### src/rtl/esl_pkg.sv
// package for the external interrupt status logic: offsets, field
// positions, reset values and widths shared by the design files.
// assumes a plain register port with a bank-select address bit.
package esl_pkg;

  // address: bit 8 picks the second base block, bits 7:0 the offset
  localparam int ADDR_W = 9;
  localparam int BLK_SEL_BIT = 8;
  localparam int DATA_W = 32;
  localparam int EXT_N = 8;
  localparam int ACPI_N = 2;

  // first base block (status side)
  localparam logic [8:0] OFF_TOP_STAT = 9'h002;
  localparam logic [8:0] OFF_IRQ_MASK = 9'h00c;
  localparam logic [8:0] OFF_ACPI_MIRROR = 9'h020;
  localparam logic [8:0] OFF_ACPI_STAT = 9'h022;
  localparam logic [8:0] OFF_EXT_REG = 9'h024;
  // second base block (firmware interface side)
  localparam logic [8:0] OFF_THT_CTRL = 9'h100;
  localparam logic [8:0] OFF_CMD_PORT = 9'h106;
  localparam logic [8:0] OFF_SRC_EN = 9'h118;

  // field positions
  localparam int EXT_EN_LSB = 0;
  localparam int EXT_MIR_LSB = 8;
  localparam int EXT_STAT_LSB = 16;
  localparam int TOP_ACPI_BIT = 2;
  localparam int TOP_EXT_BIT = 10;
  localparam int THT_BIT = 4;
  localparam int THT_IRQ_EN_BIT = 8;
  localparam int ACPI_CMD_BIT = 0;
  localparam int ACPI_THT_BIT = 1;
  localparam int CMD_W = 8;

  // reset values
  localparam logic [7:0] EXT_EN_RST = 8'h00;
  localparam logic THT_IRQ_EN_RST = 1'b1;
  localparam logic [15:0] IRQ_MASK_RST = 16'h0404;
  localparam logic [7:0] CMD_RST = 8'h00;

endpackage

### src/rtl/esl_stat_if.sv
// interface between the register logic and a sticky status bank.
// assumes both ends share sys_clk and rst.
interface esl_stat_if #(
  parameter int W = 8
);
  logic [W-1:0] set;
  logic [W-1:0] clr;
  logic [W-1:0] stat;
  modport bank(input set, input clr, output stat);
  modport ctl(output set, output clr, input stat);
endinterface

### src/rtl/esl_stat_bank.sv
// sticky status bank: bits set by hardware, cleared by a read strobe.
// assumes set and clr are one-cycle terms computed in the same clock.
module esl_stat_bank
  import esl_pkg::*;
#(
  parameter int W = 8
) (
  input wire logic sys_clk,
  input wire logic rst,
  esl_stat_if.bank st
);

  logic [W-1:0] stat_ff;
  logic [W-1:0] nxt_stat;

  ////////////////////////////////////////////////////////////////////
  // set beats clear so an event landing on the clearing read is kept
  always_comb begin
    nxt_stat = (stat_ff & ~st.clr) | st.set;
  end

  always_ff @(posedge sys_clk) begin
    if (rst) begin
      stat_ff <= '0;
    end else begin
      stat_ff <= nxt_stat;
    end
  end

  assign st.stat = stat_ff;
endmodule

### src/rtl/esl_top.sv
// external interrupt status logic: enables, sticky status, mirrors,
// firmware-interface event sources and the summary interrupt output.
// assumes a plain register port, read data valid the cycle after.
module esl_top
  import esl_pkg::*;
(
  input wire logic sys_clk,
  input wire logic rst,
  input wire logic [ADDR_W-1:0] reg_addr,
  input wire logic [DATA_W-1:0] reg_wdata,
  input wire logic reg_wr,
  input wire logic reg_rd,
  output logic [DATA_W-1:0] reg_rdata,
  input wire logic [EXT_N-1:0] ext_int_in,
  output logic system_mgmt_interrupt
);

  ////////////////////////////////////////////////////////////////////
  // address match, used by every decode below
  function automatic logic hit(input logic [ADDR_W-1:0] a,
                               input logic [ADDR_W-1:0] off);
    hit = (a == off);
  endfunction

  esl_stat_if #(.W(EXT_N)) ext_if ();
  esl_stat_if #(.W(ACPI_N)) acpi_if ();

  logic [EXT_N-1:0] ext_en_ff;
  logic [EXT_N-1:0] nxt_ext_en;
  logic tht_bit_ff;
  logic nxt_tht_bit;
  logic tht_irq_en_ff;
  logic nxt_tht_irq_en;
  logic [CMD_W-1:0] cmd_ff;
  logic [CMD_W-1:0] nxt_cmd;
  logic [15:0] mask_ff;
  logic [15:0] nxt_mask;
  logic [DATA_W-1:0] rdata_ff;
  logic [DATA_W-1:0] nxt_rdata;
  logic irq_ff;
  logic nxt_irq;

  logic cmd_wr;
  logic tht_wr1;
  logic ext_summary;
  logic acpi_summary;
  logic [15:0] top_stat;
  logic [DATA_W-1:0] ext_word;

  ////////////////////////////////////////////////////////////////////
  // event sources
  assign cmd_wr = reg_wr && hit(reg_addr, OFF_CMD_PORT);
  // a write of 1 triggers each time, even if the bit already reads 1
  assign tht_wr1 = reg_wr && hit(reg_addr, OFF_THT_CTRL) &&
                   reg_wdata[THT_BIT];

  // sticky bank feeds: set terms and read-to-clear strobes
  always_comb begin
    ext_if.set = ext_int_in & ext_en_ff;
    ext_if.clr = '0;
    if (reg_rd && hit(reg_addr, OFF_EXT_REG)) begin
      ext_if.clr = '1;
    end
    acpi_if.set = '0;
    acpi_if.set[ACPI_CMD_BIT] = cmd_wr;
    acpi_if.set[ACPI_THT_BIT] = tht_wr1 && tht_irq_en_ff;
    acpi_if.clr = '0;
    if (reg_rd && hit(reg_addr, OFF_ACPI_STAT)) begin
      acpi_if.clr = '1;
    end
  end

  esl_stat_bank #(.W(EXT_N)) u_ext_bank (
    .sys_clk(sys_clk),
    .rst(rst),
    .st(ext_if.bank)
  );

  esl_stat_bank #(.W(ACPI_N)) u_acpi_bank (
    .sys_clk(sys_clk),
    .rst(rst),
    .st(acpi_if.bank)
  );

  ////////////////////////////////////////////////////////////////////
  // top-level view; clearing the second level drops these as well
  assign ext_summary = |(ext_if.stat & ext_en_ff);
  assign acpi_summary = |acpi_if.stat;
  always_comb begin
    top_stat = '0;
    top_stat[TOP_EXT_BIT] = ext_summary;
    top_stat[TOP_ACPI_BIT] = acpi_summary;
  end

  // external register image; reserved bits always read zero
  always_comb begin
    ext_word = '0;
    ext_word[EXT_EN_LSB +: EXT_N] = ext_en_ff;
    ext_word[EXT_MIR_LSB +: EXT_N] = ext_if.stat;
    ext_word[EXT_STAT_LSB +: EXT_N] = ext_if.stat;
  end

  ////////////////////////////////////////////////////////////////////
  // writable registers; reserved bits of a write are simply dropped
  always_comb begin
    nxt_ext_en = ext_en_ff;
    nxt_tht_bit = tht_bit_ff;
    nxt_tht_irq_en = tht_irq_en_ff;
    nxt_cmd = cmd_ff;
    nxt_mask = mask_ff;
    if (reg_wr) begin
      if (hit(reg_addr, OFF_EXT_REG)) begin
        nxt_ext_en = reg_wdata[EXT_EN_LSB +: EXT_N];
      end else if (hit(reg_addr, OFF_THT_CTRL)) begin
        nxt_tht_bit = reg_wdata[THT_BIT];
      end else if (hit(reg_addr, OFF_CMD_PORT)) begin
        nxt_cmd = reg_wdata[CMD_W-1:0];
      end else if (hit(reg_addr, OFF_SRC_EN)) begin
        nxt_tht_irq_en = reg_wdata[THT_IRQ_EN_BIT];
      end else if (hit(reg_addr, OFF_IRQ_MASK)) begin
        nxt_mask = reg_wdata[15:0];
      end
    end
  end

  always_ff @(posedge sys_clk) begin
    if (rst) begin
      ext_en_ff <= EXT_EN_RST;
      tht_bit_ff <= 1'b0;
      tht_irq_en_ff <= THT_IRQ_EN_RST;
      cmd_ff <= CMD_RST;
      mask_ff <= IRQ_MASK_RST;
    end else begin
      ext_en_ff <= nxt_ext_en;
      tht_bit_ff <= nxt_tht_bit;
      tht_irq_en_ff <= nxt_tht_irq_en;
      cmd_ff <= nxt_cmd;
      mask_ff <= nxt_mask;
    end
  end

  ////////////////////////////////////////////////////////////////////
  // read data, registered; unmapped offsets answer zero
  always_comb begin
    nxt_rdata = '0;
    if (reg_rd) begin
      if (hit(reg_addr, OFF_TOP_STAT)) begin
        nxt_rdata[15:0] = top_stat;
      end else if (hit(reg_addr, OFF_IRQ_MASK)) begin
        nxt_rdata[15:0] = mask_ff;
      end else if (hit(reg_addr, OFF_ACPI_MIRROR) ||
                   hit(reg_addr, OFF_ACPI_STAT)) begin
        nxt_rdata[ACPI_N-1:0] = acpi_if.stat;
      end else if (hit(reg_addr, OFF_EXT_REG)) begin
        nxt_rdata = ext_word;
      end else if (hit(reg_addr, OFF_THT_CTRL)) begin
        nxt_rdata[THT_BIT] = tht_bit_ff;
      end else if (hit(reg_addr, OFF_CMD_PORT)) begin
        nxt_rdata[CMD_W-1:0] = cmd_ff;
      end else if (hit(reg_addr, OFF_SRC_EN)) begin
        nxt_rdata[THT_IRQ_EN_BIT] = tht_irq_en_ff;
      end
    end
  end

  // interrupt level: command status bypasses the mask, one cycle late
  // so the output is glitch-free at the cost of a cycle of latency
  always_comb begin
    nxt_irq = |(top_stat & mask_ff) ||
              acpi_if.stat[ACPI_CMD_BIT];
  end

  always_ff @(posedge sys_clk) begin
    if (rst) begin
      rdata_ff <= '0;
      irq_ff <= 1'b0;
    end else begin
      rdata_ff <= nxt_rdata;
      irq_ff <= nxt_irq;
    end
  end

  assign reg_rdata = rdata_ff;
  assign system_mgmt_interrupt = irq_ff;
endmodule

### config.mk
export PLATFORM = sky130hd
export DESIGN_NAME = esl_top
export DESIGN_NICKNAME = d
export VERILOG_FILES = /design/src/rtl/esl_pkg.sv /design/src/rtl/esl_stat_if.sv /design/src/rtl/esl_stat_bank.sv /design/src/rtl/esl_top.sv
export SDC_FILE = /design/constraint.sdc
export NUM_CORES = 1
export LEC_CHECK = 0
export BUFFER_PORTS_ARGS = -buffer_cell sky130_fd_sc_hd__buf_4
export CORE_MARGIN = 1.5
export CORE_UTILIZATION = 55
export CTS_BUF_LIST = sky130_fd_sc_hd__clkbuf_4
export CTS_CLUSTER_DIAMETER = 150
export DETAILED_ROUTE_END_ITERATION = 8
export GPL_TIMING_DRIVEN = 0
export PLACE_DENSITY = 0.85
export SETUP_SLACK_MARGIN = 0.3
export SYNTH_ARGS = -nofsm -noshare
export SYNTH_HDL_FRONTEND = slang
export SYNTH_SLANG_ARGS = --single-unit
### constraint.sdc
create_clock -name sys_clk -period 3.3 [get_ports sys_clk]
set_input_delay 0.165 -clock sys_clk [delete_from_list [all_inputs] [get_ports sys_clk]]
set_output_delay 0.165 -clock sys_clk [all_outputs]
set_load 0.02 [all_outputs]
### Word-level counts from Yosys, hierarchy flattened

Index checks and enable logic that the tools add are counted.

* memory bits (writable): 0
* word-level logic and storage cells: 68
* bits in latches: 0
* ROM bits: 0
* memories kept: 0
* bits in registers: 77
* output and inout port bits: 33

* $mul: 0
* equal/unequal tests: 8
* shifts and indexed selects: 0
* bitwise gates (word level): 14
* divide/modulo/power cells: 0
* reductions and logical operators: 20
* add/subtract/negate cells: 0
* magnitude comparators: 0
* muxes and demuxes: 14

Operators by type and width (number)
* 9-bit by 6-bit equality test with 1-bit output (second input constant): 3
* 9-bit equality test (second input constant): 3
* 8-bit AND: 3
* 11-bit by 16-bit AND with 16-bit output: 1
* 16-bit 2-to-1 mux: 1
* 8-bit 2-to-1 mux: 2
* 16-bit OR reduction: 1
* 14-bit 2-to-1 mux: 1
* 11-bit 2-to-1 mux: 1
* 9-bit by 2-bit equality test with 1-bit output (second input constant): 1
* 9-bit by 4-bit equality test with 1-bit output (second input constant): 1
* 9-bit 2-to-1 mux: 1
* 4-bit 2-to-1 mux: 2
* 8-bit NOT: 1
* 8-bit OR: 1
* 8-bit OR reduction: 1
* 7-bit 2-to-1 mux: 1
* 1-bit logical AND: 6
* 6-bit AND reduction: 1
* 6-bit OR reduction: 1
* 1-bit NOT: 5
* 5-bit AND reduction: 1
* 5-bit OR reduction: 1
* 2-bit 2-to-1 mux: 2
* other kinds (10): 14

### Depth between registers and ports, before layout

Gate-level depths: netlist (run 1).

* depth after elaboration: 8
* depth in mapped cells: 7
* mapped depth without buffers: 4

### Modules after synthesis

A second synthesis (run 1) with hierarchy kept.

* cells, all modules: 322
* area, all modules: 3050.4 µm²

By module, submodules not included
* esl_top: area each 2598.7 µm², times used 1, cells each 281
* esl_stat_bank at u_ext_bank: area each 381.6 µm², times used 1, cells each 33
* esl_stat_bank at u_acpi_bank: area each 70.1 µm², times used 1, cells each 8

### Worst setup path before layout (run 1)

OpenSTA, ideal clock, no wires.

* path type: input to register
* from: input port reg_addr[3]
* to: register rdata_ff[3] (netlist: reg_rdata[3])
* path slack: 1838 ps
* cell stages on the path: 6
* buffers on the path: 2
* data arrival time: 1346 ps
* data required time: 3184 ps
* path through: clkbuf_1 > or3b_2 > clkbuf_1 > nor4_1 > a2111oi_0 > a31o_1

* word-level cells in the longest chain between the ends: 6
* elaborated cells on any way between the ends: 14
* classes of those cells: eq/ne (7); mux (5); reduce/logical (2)

RTL lines
* start, declared: line esl_top.sv:9 `input wire logic [ADDR_W-1:0] reg_addr,`
* 9-bit equality test: line esl_top.sv:22 `hit = (a == off);`
* 8-bit 2-to-1 mux: line esl_top.sv:158 `end else if (hit(reg_addr, OFF_CMD_PORT)) begin`
* 4-bit 2-to-1 mux: line esl_top.sv:156 `end else if (hit(reg_addr, OFF_THT_CTRL)) begin`
* 9-bit 2-to-1 mux: line esl_top.sv:154 `end else if (hit(reg_addr, OFF_EXT_REG)) begin`
* 14-bit 2-to-1 mux: line esl_top.sv:151 `end else if (hit(reg_addr, OFF_ACPI_MIRROR) ||`
* 16-bit 2-to-1 mux: line esl_top.sv:149 `end else if (hit(reg_addr, OFF_IRQ_MASK)) begin`
* end signal, assigned: line esl_top.sv:178 `rdata_ff <= nxt_rdata;`
* end, declared: line esl_top.sv:38 `logic [DATA_W-1:0] rdata_ff;`

Several ways; a longest one is shown, not always the timed one.
A chain may end at the register's enable or synchronous reset.

### Worst setup path in the final report (run 1)

* from: input port rst
* to: register rdata_ff[6] (netlist: reg_rdata[6])

* word-level cells in the longest chain between the ends: 1

RTL lines
* start, declared: line esl_top.sv:8 `input wire logic rst,`
* 3-bit OR reduction (no source line)

No other way between the ends.

==> results of run 1 <==
-- report_power, final --
group          internal (W)  switching (W)  total, W
clock network      0.000233       0.000325  0.000558
registers          0.000833    0.000000315  0.000833
logic             0.0000625      0.0000718  0.000134
total               0.00113       0.000397   0.00153
-- worst paths after layout --
check / startpoint / slack [ps] / cells after the start / end
worst min-delay path: reg_wdata[5] / 10 / 3 / mask_ff[5]
worst min register to register: mask_ff[0] / 470 / 2 / mask_ff[0]
worst max-delay path: rst / 1560 / 7 / reg_rdata[6]
worst max register to register: ext_en_ff[3] / 1770 / 3 / reg_rdata[3]
-- critical path, stage by stage --
cell and delay (ps):
buf_4 120, clkbuf_1 220, nor2b_1 510, and4_1 320, clkbuf_1 500, a22oi_1 140
nand2_1 120
-- layout by cell type (no fill, tap or decap), types with 4 or more instances in the layout --
master / Yosys / routed
dlygate4sd3_1: 0 / 18
nor2b_1: 4 / 4
clkbuf_1: 10 / 10
a21o_1: 7 / 7
conb_1: 1 / 8
nand3_1: 21 / 21
mux2i_1: 11 / 11
buf_2: 5 / 5
a22oi_1: 7 / 7
a21oi_1: 27 / 27
a32o_1: 8 / 8
dfxtp_1: 69 / 69
buf_4: 10 / 70
nand4_1: 4 / 4
nand2_1: 50 / 50
clkbuf_4: 0 / 9
and2_1: 10 / 10
nor2_1: 15 / 15
-- flip-flops by register name, summed over array words and instances, names as in the netlist --
signal	cells
mask_ff	16
u_ext_bank.st.stat	8
tht_bit_ff	1
reg_rdata	24
u_acpi_bank.st.stat	2
cmd_ff	8
ext_en_ff	8
system_mgmt_interrupt	1
tht_irq_en_ff	1
-- per-layer routing --
layer,vias to the layer above,track usage,wire [microns]
li1,1294,-,-
met1,1313,0.390,3400
met2,141,0.541,4140
met3,24,0.0817,707
met4,0,0.166,231
met5,-,0,0
-- logic make-up after synthesis --
kind of cell,after synthesis,synth area share
AOI/OAI and AO/OA,70,0.174
buffers and inverters,27,0.0518
DFF,69,0.489
muxes,11,0.0390
other,1,0.00133
and+or+nand+nor,130,0.245
-- layout make-up --
class,count,area (sq um)
flip-flops and latches,69,1380
multi-input cells,219,1320
fillers,345,1140
repair buffers,78,631
plain buffers,26,143
well taps,67,83.8
clock inverters,7,73.8
clock buffers,9,67.6
inverters,1,3.75
-- per-stage QoR --
step / cells / hold WS, ps
finish: 476 / 14.0
global route: 476 / 13.2
CTS: 474 / 0.575
detailed placement: 442 / 397
global placement: 442 / 399
floorplan: 315 / 289
-- timing repair --
action                                 4_1_cts  5_1_grt
endpoints found under the hold margin       16        2
buffers inserted                             0        0
hold buffers                                16        2
==> flow_metrics.py, run 1 <==
metrics = {
    "run_status": {
        "status": "finished clean",
    },
    "placement": {
        "numPortBuffers": 60,
        "gp_congestion": 0.930,
        "dp_hpwl_mm": 5.52,
        "pre_cts_ws_ps": 1210,
        "place_area_sq_mm": 0.00339,
    },
    "cts": {
        "clk_pin_slew_ps": 120,
        "htree_levels": 3,
        "cts-root-buf": "clkbuf_4",
        "cts.sinks": 69,
        "cts_tree": "done",
        "post_cts_resized": 0,
        "clk_latency_ps": 420,
        "cts_made_buffers": 9,
        "clockBufferDepth": 2,
    },
    "power_and_ir_drop": {
        "cellLeakagePower_nw": 1.58,
        "powerDensity_mw_per_mm2": 411,
        "power_w": 0.00153,
        "peakVddDrop_mv": 0.277,
    },
    "yosys": {
        "ys_seq_area_frac": 0.489,
        "netlist_area_sq_mm": 0.00283,
        "synth_cell_type_count": 53,
        "ys_top_cells_by_area": "dfxtp_1 (49%), nand2_1 (6.6%), a21oi_1 (4.8%)",
        "yosysMostFrequentCell": "dfxtp_1",
        "yosysWarnings": 0,
        "ys_ff_latch": 69,
        "ys.flop_type": "dfxtp_1",
        "synthTopCellsByCount": "dfxtp_1 (69), nand2_1 (50), a21oi_1 (27)",
        "synth_async_sr_flop_share": 0,
        "synth_enable_flop_cells": 0,
        "synth_top_area_frac": 0.489,
        "synthCells": 308,
        "syn_area_per_cell_sq_um": 9.17,
        "yosys.area.top_type": "dfxtp_1",
    },
    "finish": {
        "fin_area_sq_mm": 0.00371,
        "utilization": 0.765,
        "fin_nets": 457,
        "drive_gt1_frac": 0.244,
        "n_antenna_cell": 0,
        "syn2layout_area_growth_pct": 31.2,
    },
    "grt": {
        "grt_max_degree": 14,
        "antenna_found_initial": 0,
        "grt_usage": 0.325,
        "grt_pass1_vias": 2644,
        "grt_pass1_wl_mm": 13.1,
        "gr-total-overflow": 0,
    },
    "timing": {
        "max_slew_margin": 0.367,
        "finalSetupViolCount": 0,
        "worst_slack_ps": 1560,
        "post-route-period-util": 0.527,
        "slew_viol_final": 0,
        "min_period_ps": 1740,
        "tightest_slew_ps": 936,
        "fmax_mhz": 575,
        "skew_ps": 17.8,
        "hold_violations": 0,
        "grt_setup_unrepaired": "no",
        "fin_tns_setup_ps": 0,
    },
    "floorplan": {
        "core_area_sq_mm": 0.00485,
        "die_y_microns": 74.7,
        "io-pin-count": 86,
        "die_w_microns": 74.7,
        "die-area_sq_mm": 0.00558,
        "fp-row-count": 25,
        "initial_core_util": 0.583,
    },
    "detailed_routing": {
        "post-route-drc-count": 0,
        "wl_mm": 8.47,
        "num_vias": 2772,
        "drtIter0Drc": 250,
        "drt_pass1_iterations": 7,
        "ant_nets": 0,
        "viasPerCell": 5.82,
        "detail_route.wl_per_cell_microns": 17.8,
    },
    "critical_path": {
        "arrival_ps": 2100,
        "worstSetupPathType": "input port to register",
        "cp.required_ps": 3660,
        "path_max_fanout": 10,
        "worst_setup_path_end_kind": "register",
        "start_kind": "input port",
    },
    "job": {
        "drv_cap": 0,
    },
    "hold_path": {
        "hold_class": "input port to register",
    },
}
Note: power is estimated with default switching activity, not from simulation.
==> run 2, diff against run 1 <==
ABC_AREA = 1   (was unset)
CORE_UTILIZATION = 53   (was 55)
PLACE_DENSITY = 0.81   (was 0.85)
clock period = 1.73 ns   (was 3.3 ns; I/O delays follow)
==> run 2 against run 1 <==
  * Combinational power grew 86%
  * Critical path depth did not move
  * Sequential power grew 91%
  * Wire length down 12%
  * Highest routed layer unchanged
  * Cell count grew 19%
  * Clock skew up 0.95 ps
==> flow_metrics.py, run 2 <==
metrics = {
    "run_status": {
        "status": "finished clean",
    },
    "placement": {
        "gp_congestion": 0.890,
        "dpl.cell_count": 526,
        "dp_hpwl_mm": 5.26,
        "numPortBuffers": 60,
    },
    "detailed_routing": {
        "viasPerCell": 5.02,
        "num_vias": 2846,
        "post-route-drc-count": 0,
        "ant_nets": 0,
        "highest_layer": "met4",
        "m1WireLength_mm": 3.14,
        "detail_route.wl_per_cell_microns": 13.2,
        "wl_mm": 7.47,
        "drt_pass1_iterations": 4,
        "dr_wl_met2_mm": 3.68,
        "met3_length_microns": 523,
        "drtIter0Drc": 269,
    },
    "yosys": {
        "ys_top_cells_by_area": "dfxtp_1 (47%), nand2_1 (12%), nor2_1 (5.3%)",
        "ys.flop_type": "dfxtp_1",
        "ys_seq_area_frac": 0.466,
        "synth_enable_flop_cells": 0,
        "ys_ff_latch": 69,
        "synthTopCellsByCount": "nand2_1 (97), dfxtp_1 (69), nor2_1 (42)",
        "yosys.area.top_type": "dfxtp_1",
        "yosysMostFrequentCell": "nand2_1",
        "synth_top_area_frac": 0.466,
        "synth_async_sr_flop_share": 0,
        "yosysWarnings": 0,
        "synthCells": 387,
        "syn_area_per_cell_sq_um": 7.66,
        "synth_cell_type_count": 30,
        "netlist_area_sq_mm": 0.00297,
    },
    "cts": {
        "cts-root-buf": "clkbuf_4",
        "clk_latency_ps": 430,
        "cts.sinks": 69,
        "clk_pin_slew_ps": 120,
        "clockBufferDepth": 2,
        "cts_tree": "done",
        "htree_levels": 3,
        "cts_made_buffers": 9,
        "post_cts_resized": 0,
    },
    "critical_path": {
        "worstSetupPathType": "input port to register",
        "cp.depth": 7,
        "endpoint": "reg_rdata[9]",
        "cpPeakStageDelay_ps": 560,
        "arrival_ps": 1570,
        "cp.required_ps": 2080,
        "cp_top_family": "buffers and inverters",
        "setup.worst_path.start": "rst",
        "start_kind": "input port",
        "r2r_start": "ext_en_ff[6]",
        "reg2reg_slack_ps": 680,
        "cp_slowest_cell": "dlygate4sd3_1",
        "path_max_fanout": 8,
        "reg2reg_to": "system_mgmt_interrupt",
        "ff2ff_path_depth": 6,
        "worst_setup_path_end_kind": "register",
        "crit_chain": "buf_4 -> dlygate4sd3_1 -> nor2_1 -> o21ai_2 -> nor2_4 -> nand2_1 -> o21ai_0",
        "cp.buffers_inverters": 2,
    },
    "timing": {
        "grt_setup_unrepaired": "no",
        "tightest_slew_ps": 626,
        "post-route-period-util": 0.707,
        "hold_violations": 0,
        "finalSetupViolCount": 0,
        "fin_tns_setup_ps": 0,
        "min_period_ps": 1220,
        "skew_ps": 18.8,
        "fmax_mhz": 817,
        "max_slew_margin": 0.583,
        "slew_viol_final": 0,
    },
    "job": {
        "drv_cap": 0,
    },
    "power_and_ir_drop": {
        "power_frac_seq": 0.556,
        "power_frac_clock": 0.357,
        "switching_power_w": 0.000686,
        "peakVddDrop_mv": 0.572,
        "p_int_w": 0.00217,
        "switching_share": 0.240,
        "powerDensity_mw_per_mm2": 730,
        "pwr-share-comb": 0.087,
        "cellLeakagePower_nw": 1.61,
    },
    "hold_path": {
        "hold_class": "input port to register",
    },
    "finish": {
        "n_antenna_cell": 0,
        "drive_gt1_frac": 0.257,
        "n_fill_cell": 427,
        "largest_reg_flops": 24,
        "layoutNonFillerInstCount": 567,
        "mostFrequentLayoutCells": "nand2_1 (97), dfxtp_1 (69), buf_4 (68)",
        "syn2layout_area_growth_pct": 32.1,
        "final_common_cell": "nand2_1",
        "fin_nets": 543,
    },
    "grt": {
        "grt_usage": 0.269,
        "grt_pass1_vias": 2689,
        "grt_pass1_wl_mm": 12.5,
        "grt_max_degree": 12,
        "gr-total-overflow": 0,
        "antenna_found_initial": 0,
    },
    "floorplan": {
        "die_w_microns": 77.8,
        "fp-row-count": 27,
        "die_y_microns": 77.8,
        "io-pin-count": 86,
        "initial_core_util": 0.545,
        "die-area_sq_mm": 0.00605,
        "core_area_sq_mm": 0.00544,
    },
}
-- run 2: cell count changes in the layout (fill, tap and decap cells not counted), sizes merged, moves of 8 or more --
cell / delta
and2: -10
a21oi: +9
nand2: +54
nor2: +42
o21ai: +30
a32o: -8
inv: +34
mux2i: -11
-- run 2: power by group through the flow --
| stage | sequential [W] | combinational, W | clock, W |
|---|---|---|---|
| after CTS | 0.00159 | 0.000244 | 0.00103 |
| after floorplan | 0.00163 | 0.0000988 | 0 |
| after global routing | 0.00159 | 0.000267 | 0.00111 |
| after global placement | 0.00163 | 0.000197 | 0 |
| after detailed placement | 0.00163 | 0.000198 | 0 |
| final | 0.00159 | 0.000249 | 0.00102 |
-- run 2: worst min path at each step --
stage / start / end / slack [ps] / cells past startpoint
6_report: reg_wr / ext_en_ff[7] / 50 / 3
5_1_grt: reg_wr / ext_en_ff[7] / 30 / 3
4_1_cts: reg_wr / ext_en_ff[7] / 30 / 3
3_5_place_dp: reg_wdata[10] / mask_ff[10] / 330 / 3
3_3_place_gp: reg_wdata[10] / mask_ff[10] / 310 / 3
2_1_floorplan: reg_wdata[10] / mask_ff[10] / 220 / 2
-- run 2: kinds of logic (layout without fill, tap and decap cells) --
group                  count (synthesis)  count (layout)  share of synthesized area
AO/OA/AOI/OAI                         75              75                      0.143
buffers and inverters                 56             157                     0.0970
flip-flops                            69              69                      0.466
other                                  1               8                    0.00126
AND/OR/NAND/NOR                      186             186                      0.293
-- run 2: layer usage --
metal	global-route usage	vias to the layer above
li1	-	1431
met1	0.326	1282
met2	0.457	119
met3	0.0482	14
met4	0.129	0
met5	0	-
-- run 2: tightest hold or removal path: cells and delay by family --
| kind | cells | cell delay [ps] |
|---|---|---|
| buffers and inverters | 1 | 170 |
| AND/OR/NAND/NOR | 1 | 110 |
| AO/OA/AOI/OAI | 1 | 60 |
-- run 2: repair_timing --
item / in CTS / in global routing
endpoints found under the hold margin: 44 / 0
hold buffers: 25 / 0
setup buffers: 0 / 0
-- run 2: cell type report --
| class | instances | area (sq um) | share of cell area |
|---|---|---|---|
| well taps | 72 | 90.1 | 0.0230 |
| flip-flops and latches | 69 | 1380 | 0.353 |
| inverters | 38 | 148 | 0.0377 |
| plain buffers | 18 | 140 | 0.0358 |
| multi-input cells | 269 | 1320 | 0.338 |
| clock buffers | 11 | 82.6 | 0.0211 |
| clock inverters | 5 | 51.3 | 0.0131 |
| repair buffers | 85 | 701 | 0.179 |
-- run 2: through the flow --
stage / setup WS, ps / hold slack, ps / instance area (sq um) / total power (W) / utilization
6_report: 506 / 45.2 / 3920 / 0.00286 / 0.720
5_1_grt: 415 / 33.4 / 3920 / 0.00296 / 0.720
4_1_cts: 546 / 27.0 / 3920 / 0.00286 / 0.720
3_5_place_dp: 330 / 331 / 3530 / 0.00182 / 0.649
3_3_place_gp: 334 / 314 / 3530 / 0.00182 / 0.649
2_1_floorplan: 657 / 217 / 2990 / 0.00172 / -
==> run 3, diff against run 2 <==
ABC_AREA = 0   (was 1)
CORE_UTILIZATION = 48   (was 53)
PLACE_DENSITY = 0.78   (was 0.81)
clock period = 1.05 ns   (was 1.73 ns; I/O delays follow)
==> run 3 against run 2 <==
  * The flow now finishes with violations (negative setup slack)
  * Non-clock buffer count rose by 43
  * Global-route usage rose by 7.7 points
  * Sequential power is 64% higher
==> flow_metrics.py, run 3 (synthesis results as in run 1) <==
metrics = {
    "run_status": {
        "status": "finished with violations",
        "violations": "negative setup slack",
    },
    "grt": {
        "use_met2": 0.601,
        "antenna_found_initial": 0,
        "grt_pass1_wl_mm": 16.3,
        "globalRoute.busiestLayer": "met2",
        "gr-total-overflow": 0,
        "grt_max_degree": 13,
        "grt_pass1_vias": 3126,
        "grt_usage": 0.346,
        "grtUsageMet3": 0.0686,
        "use_met1": 0.413,
    },
    "finish": {
        "layoutNonFillerInstCount": 523,
        "n_fill_cell": 211,
        "syn2layout_area_growth_pct": 79.7,
        "final_common_cell": "buf_4",
        "n_antenna_cell": 0,
        "mostFrequentLayoutCells": "buf_4 (57), buf_6 (41), dfxtp_1 (33), dfxtp_2 (33), dlygate4sd3_1 (24)",
        "fin_nets": 499,
        "fin_area_sq_mm": 0.00508,
        "drive_gt1_frac": 0.614,
        "largest_reg_flops": 24,
    },
    "timing": {
        "min_period_ps": 1240,
        "fin_tns_setup_ps": -1570,
        "worst_slack_ps": -190,
        "grt_setup_unrepaired": "yes",
        "hold_violations": 0,
        "skew_ps": 13.0,
        "finalSetupViolCount": 33,
        "tightest_slew_ps": 560,
        "max_slew_margin": 0.626,
        "fmax_mhz": 807,
        "slew_viol_final": 0,
        "post-route-period-util": 1.18,
        "hold_slack_ps": 19.3,
    },
    "floorplan": {
        "die_y_microns": 79.7,
        "die_w_microns": 79.7,
        "core_area_sq_mm": 0.00561,
        "die-area_sq_mm": 0.00636,
        "fp-row-count": 27,
        "io-pin-count": 86,
        "initial_core_util": 0.504,
    },
    "placement": {
        "gp_congestion": 0.916,
        "place_area_sq_mm": 0.00351,
        "pre_cts_ws_ps": -674,
        "dpl.cell_count": 447,
        "numPortBuffers": 60,
        "dp_hpwl_mm": 5.94,
    },
    "cts": {
        "htree_levels": 3,
        "clockBufferDepth": 2,
        "clk_pin_slew_ps": 120,
        "clk_latency_ps": 420,
        "cts.sinks": 69,
        "cts_made_buffers": 9,
        "cts-root-buf": "clkbuf_4",
        "cts_tree": "done",
    },
    "critical_path": {
        "cp_top_family": "compound AO/OA/AOI/OAI gates",
        "crit_chain": "a22oi_2 -> nand4_1 -> a221oi_2 -> nor2_1",
        "r2r_start": "ext_en_ff[4]",
        "ff2ff_path_depth": 4,
        "worst_setup_path_end_kind": "register",
        "endpoint": "system_mgmt_interrupt",
        "path_max_fanout": 4,
        "reg2reg_to": "system_mgmt_interrupt",
        "worstSetupPathType": "register to register",
        "cpPeakStageDelay_ps": 400,
        "cp.required_ps": 1340,
        "cp.depth": 4,
        "reg2reg_slack_ps": -190,
        "start_kind": "register",
        "cp.buffers_inverters": 0,
        "arrival_ps": 1530,
        "cp_slowest_cell": "dfxtp_1",
        "setup.worst_path.start": "ext_en_ff[4]",
    },
    "detailed_routing": {
        "viasPerCell": 6.24,
        "drt_pass1_iterations": 5,
        "detail_route.wl_per_cell_microns": 23.0,
        "drtIter0Drc": 464,
        "post-route-drc-count": 0,
        "wl_mm": 12.1,
        "ant_nets": 0,
        "num_vias": 3261,
    },
    "power_and_ir_drop": {
        "powerDensity_mw_per_mm2": 1080,
        "cellLeakagePower_nw": 2.17,
        "peakVddDrop_mv": 1.24,
    },
    "job": {
        "drv_cap": 0,
    },
    "hold_path": {
        "hold_class": "input port to register",
    },
}
## run 3: cell count changes in the layout (fill, tap and decap cells not counted), sizes merged, moves of 7 or more
cell / delta
nand2: -54
nor2: -42
buf: +38
inv: -36
o21ai: -30
mux2i: +11
and2: +10
a21oi: -9
a32o: +8
a21o: +7
a22oi: +7
## run 3: worst min path at each step
stage	from	end	slack, ps	cells past startpoint
2_1_floorplan	reg_wdata[10]	mask_ff[10]	180	2
3_3_place_gp	reg_wdata[10]	mask_ff[10]	280	3
3_5_place_dp	reg_wdata[10]	mask_ff[10]	280	3
4_1_cts	reg_addr[6]	reg_rdata[1]	-20	4
5_1_grt	reg_addr[4]	reg_rdata[0]	10	3
6_report	reg_addr[4]	reg_rdata[0]	20	3
## run 3: per-stage QoR
step	total power (W)	utilization
after floorplan	0.00287	-
after global placement	0.00306	0.626
after detailed placement	0.00306	0.626
after CTS	0.00535	0.827
after global routing	0.00560	0.905
final	0.00548	0.905
## run 3: timing repair
item	CTS	global route
resized for setup	154	79
setup endpoints to repair	94	94
buffers inserted	17	14
endpoints found under the hold margin	44	0
cloned	5	0
hold buffers	24	0
pin swaps	53	29
## run 3: worst register-to-register path: stages, from the launching register on
cell,delay [ps]
dfxtp_1,400
a22oi_2,190
nand4_1,170
a221oi_2,270
nor2_1,90
## run 3: power by group
part           total (W)  internal (W)  switching [W]
clock network    0.00223       0.00123        0.00100
registers        0.00261       0.00261     0.00000150
logic           0.000638      0.000302       0.000336
## run 3: per-layer routing
| layer | share of wire | vias to the layer above |
|---|---|---|
| met5 | 0 | - |
| met4 | 0.045 | 0 |
| met3 | 0.091 | 58 |
| met2 | 0.50 | 256 |
| met1 | 0.36 | 1565 |
| li1 | - | 1382 |
## run 3: layout make-up
| class | count | area [sq um] | share of cell area |
|---|---|---|---|
| Buffer | 26 | 265 | 0.0523 |
| Clock buffer | 10 | 75.1 | 0.0148 |
| Clock inverter | 6 | 111 | 0.0219 |
| Inverter | 1 | 3.75 | 0.000739 |
| Multi-Input combinational cell | 219 | 1890 | 0.373 |
| Sequential cell | 69 | 1430 | 0.282 |
| Tap cell | 72 | 90.1 | 0.0177 |
| Timing Repair Buffer | 120 | 1200 | 0.237 |
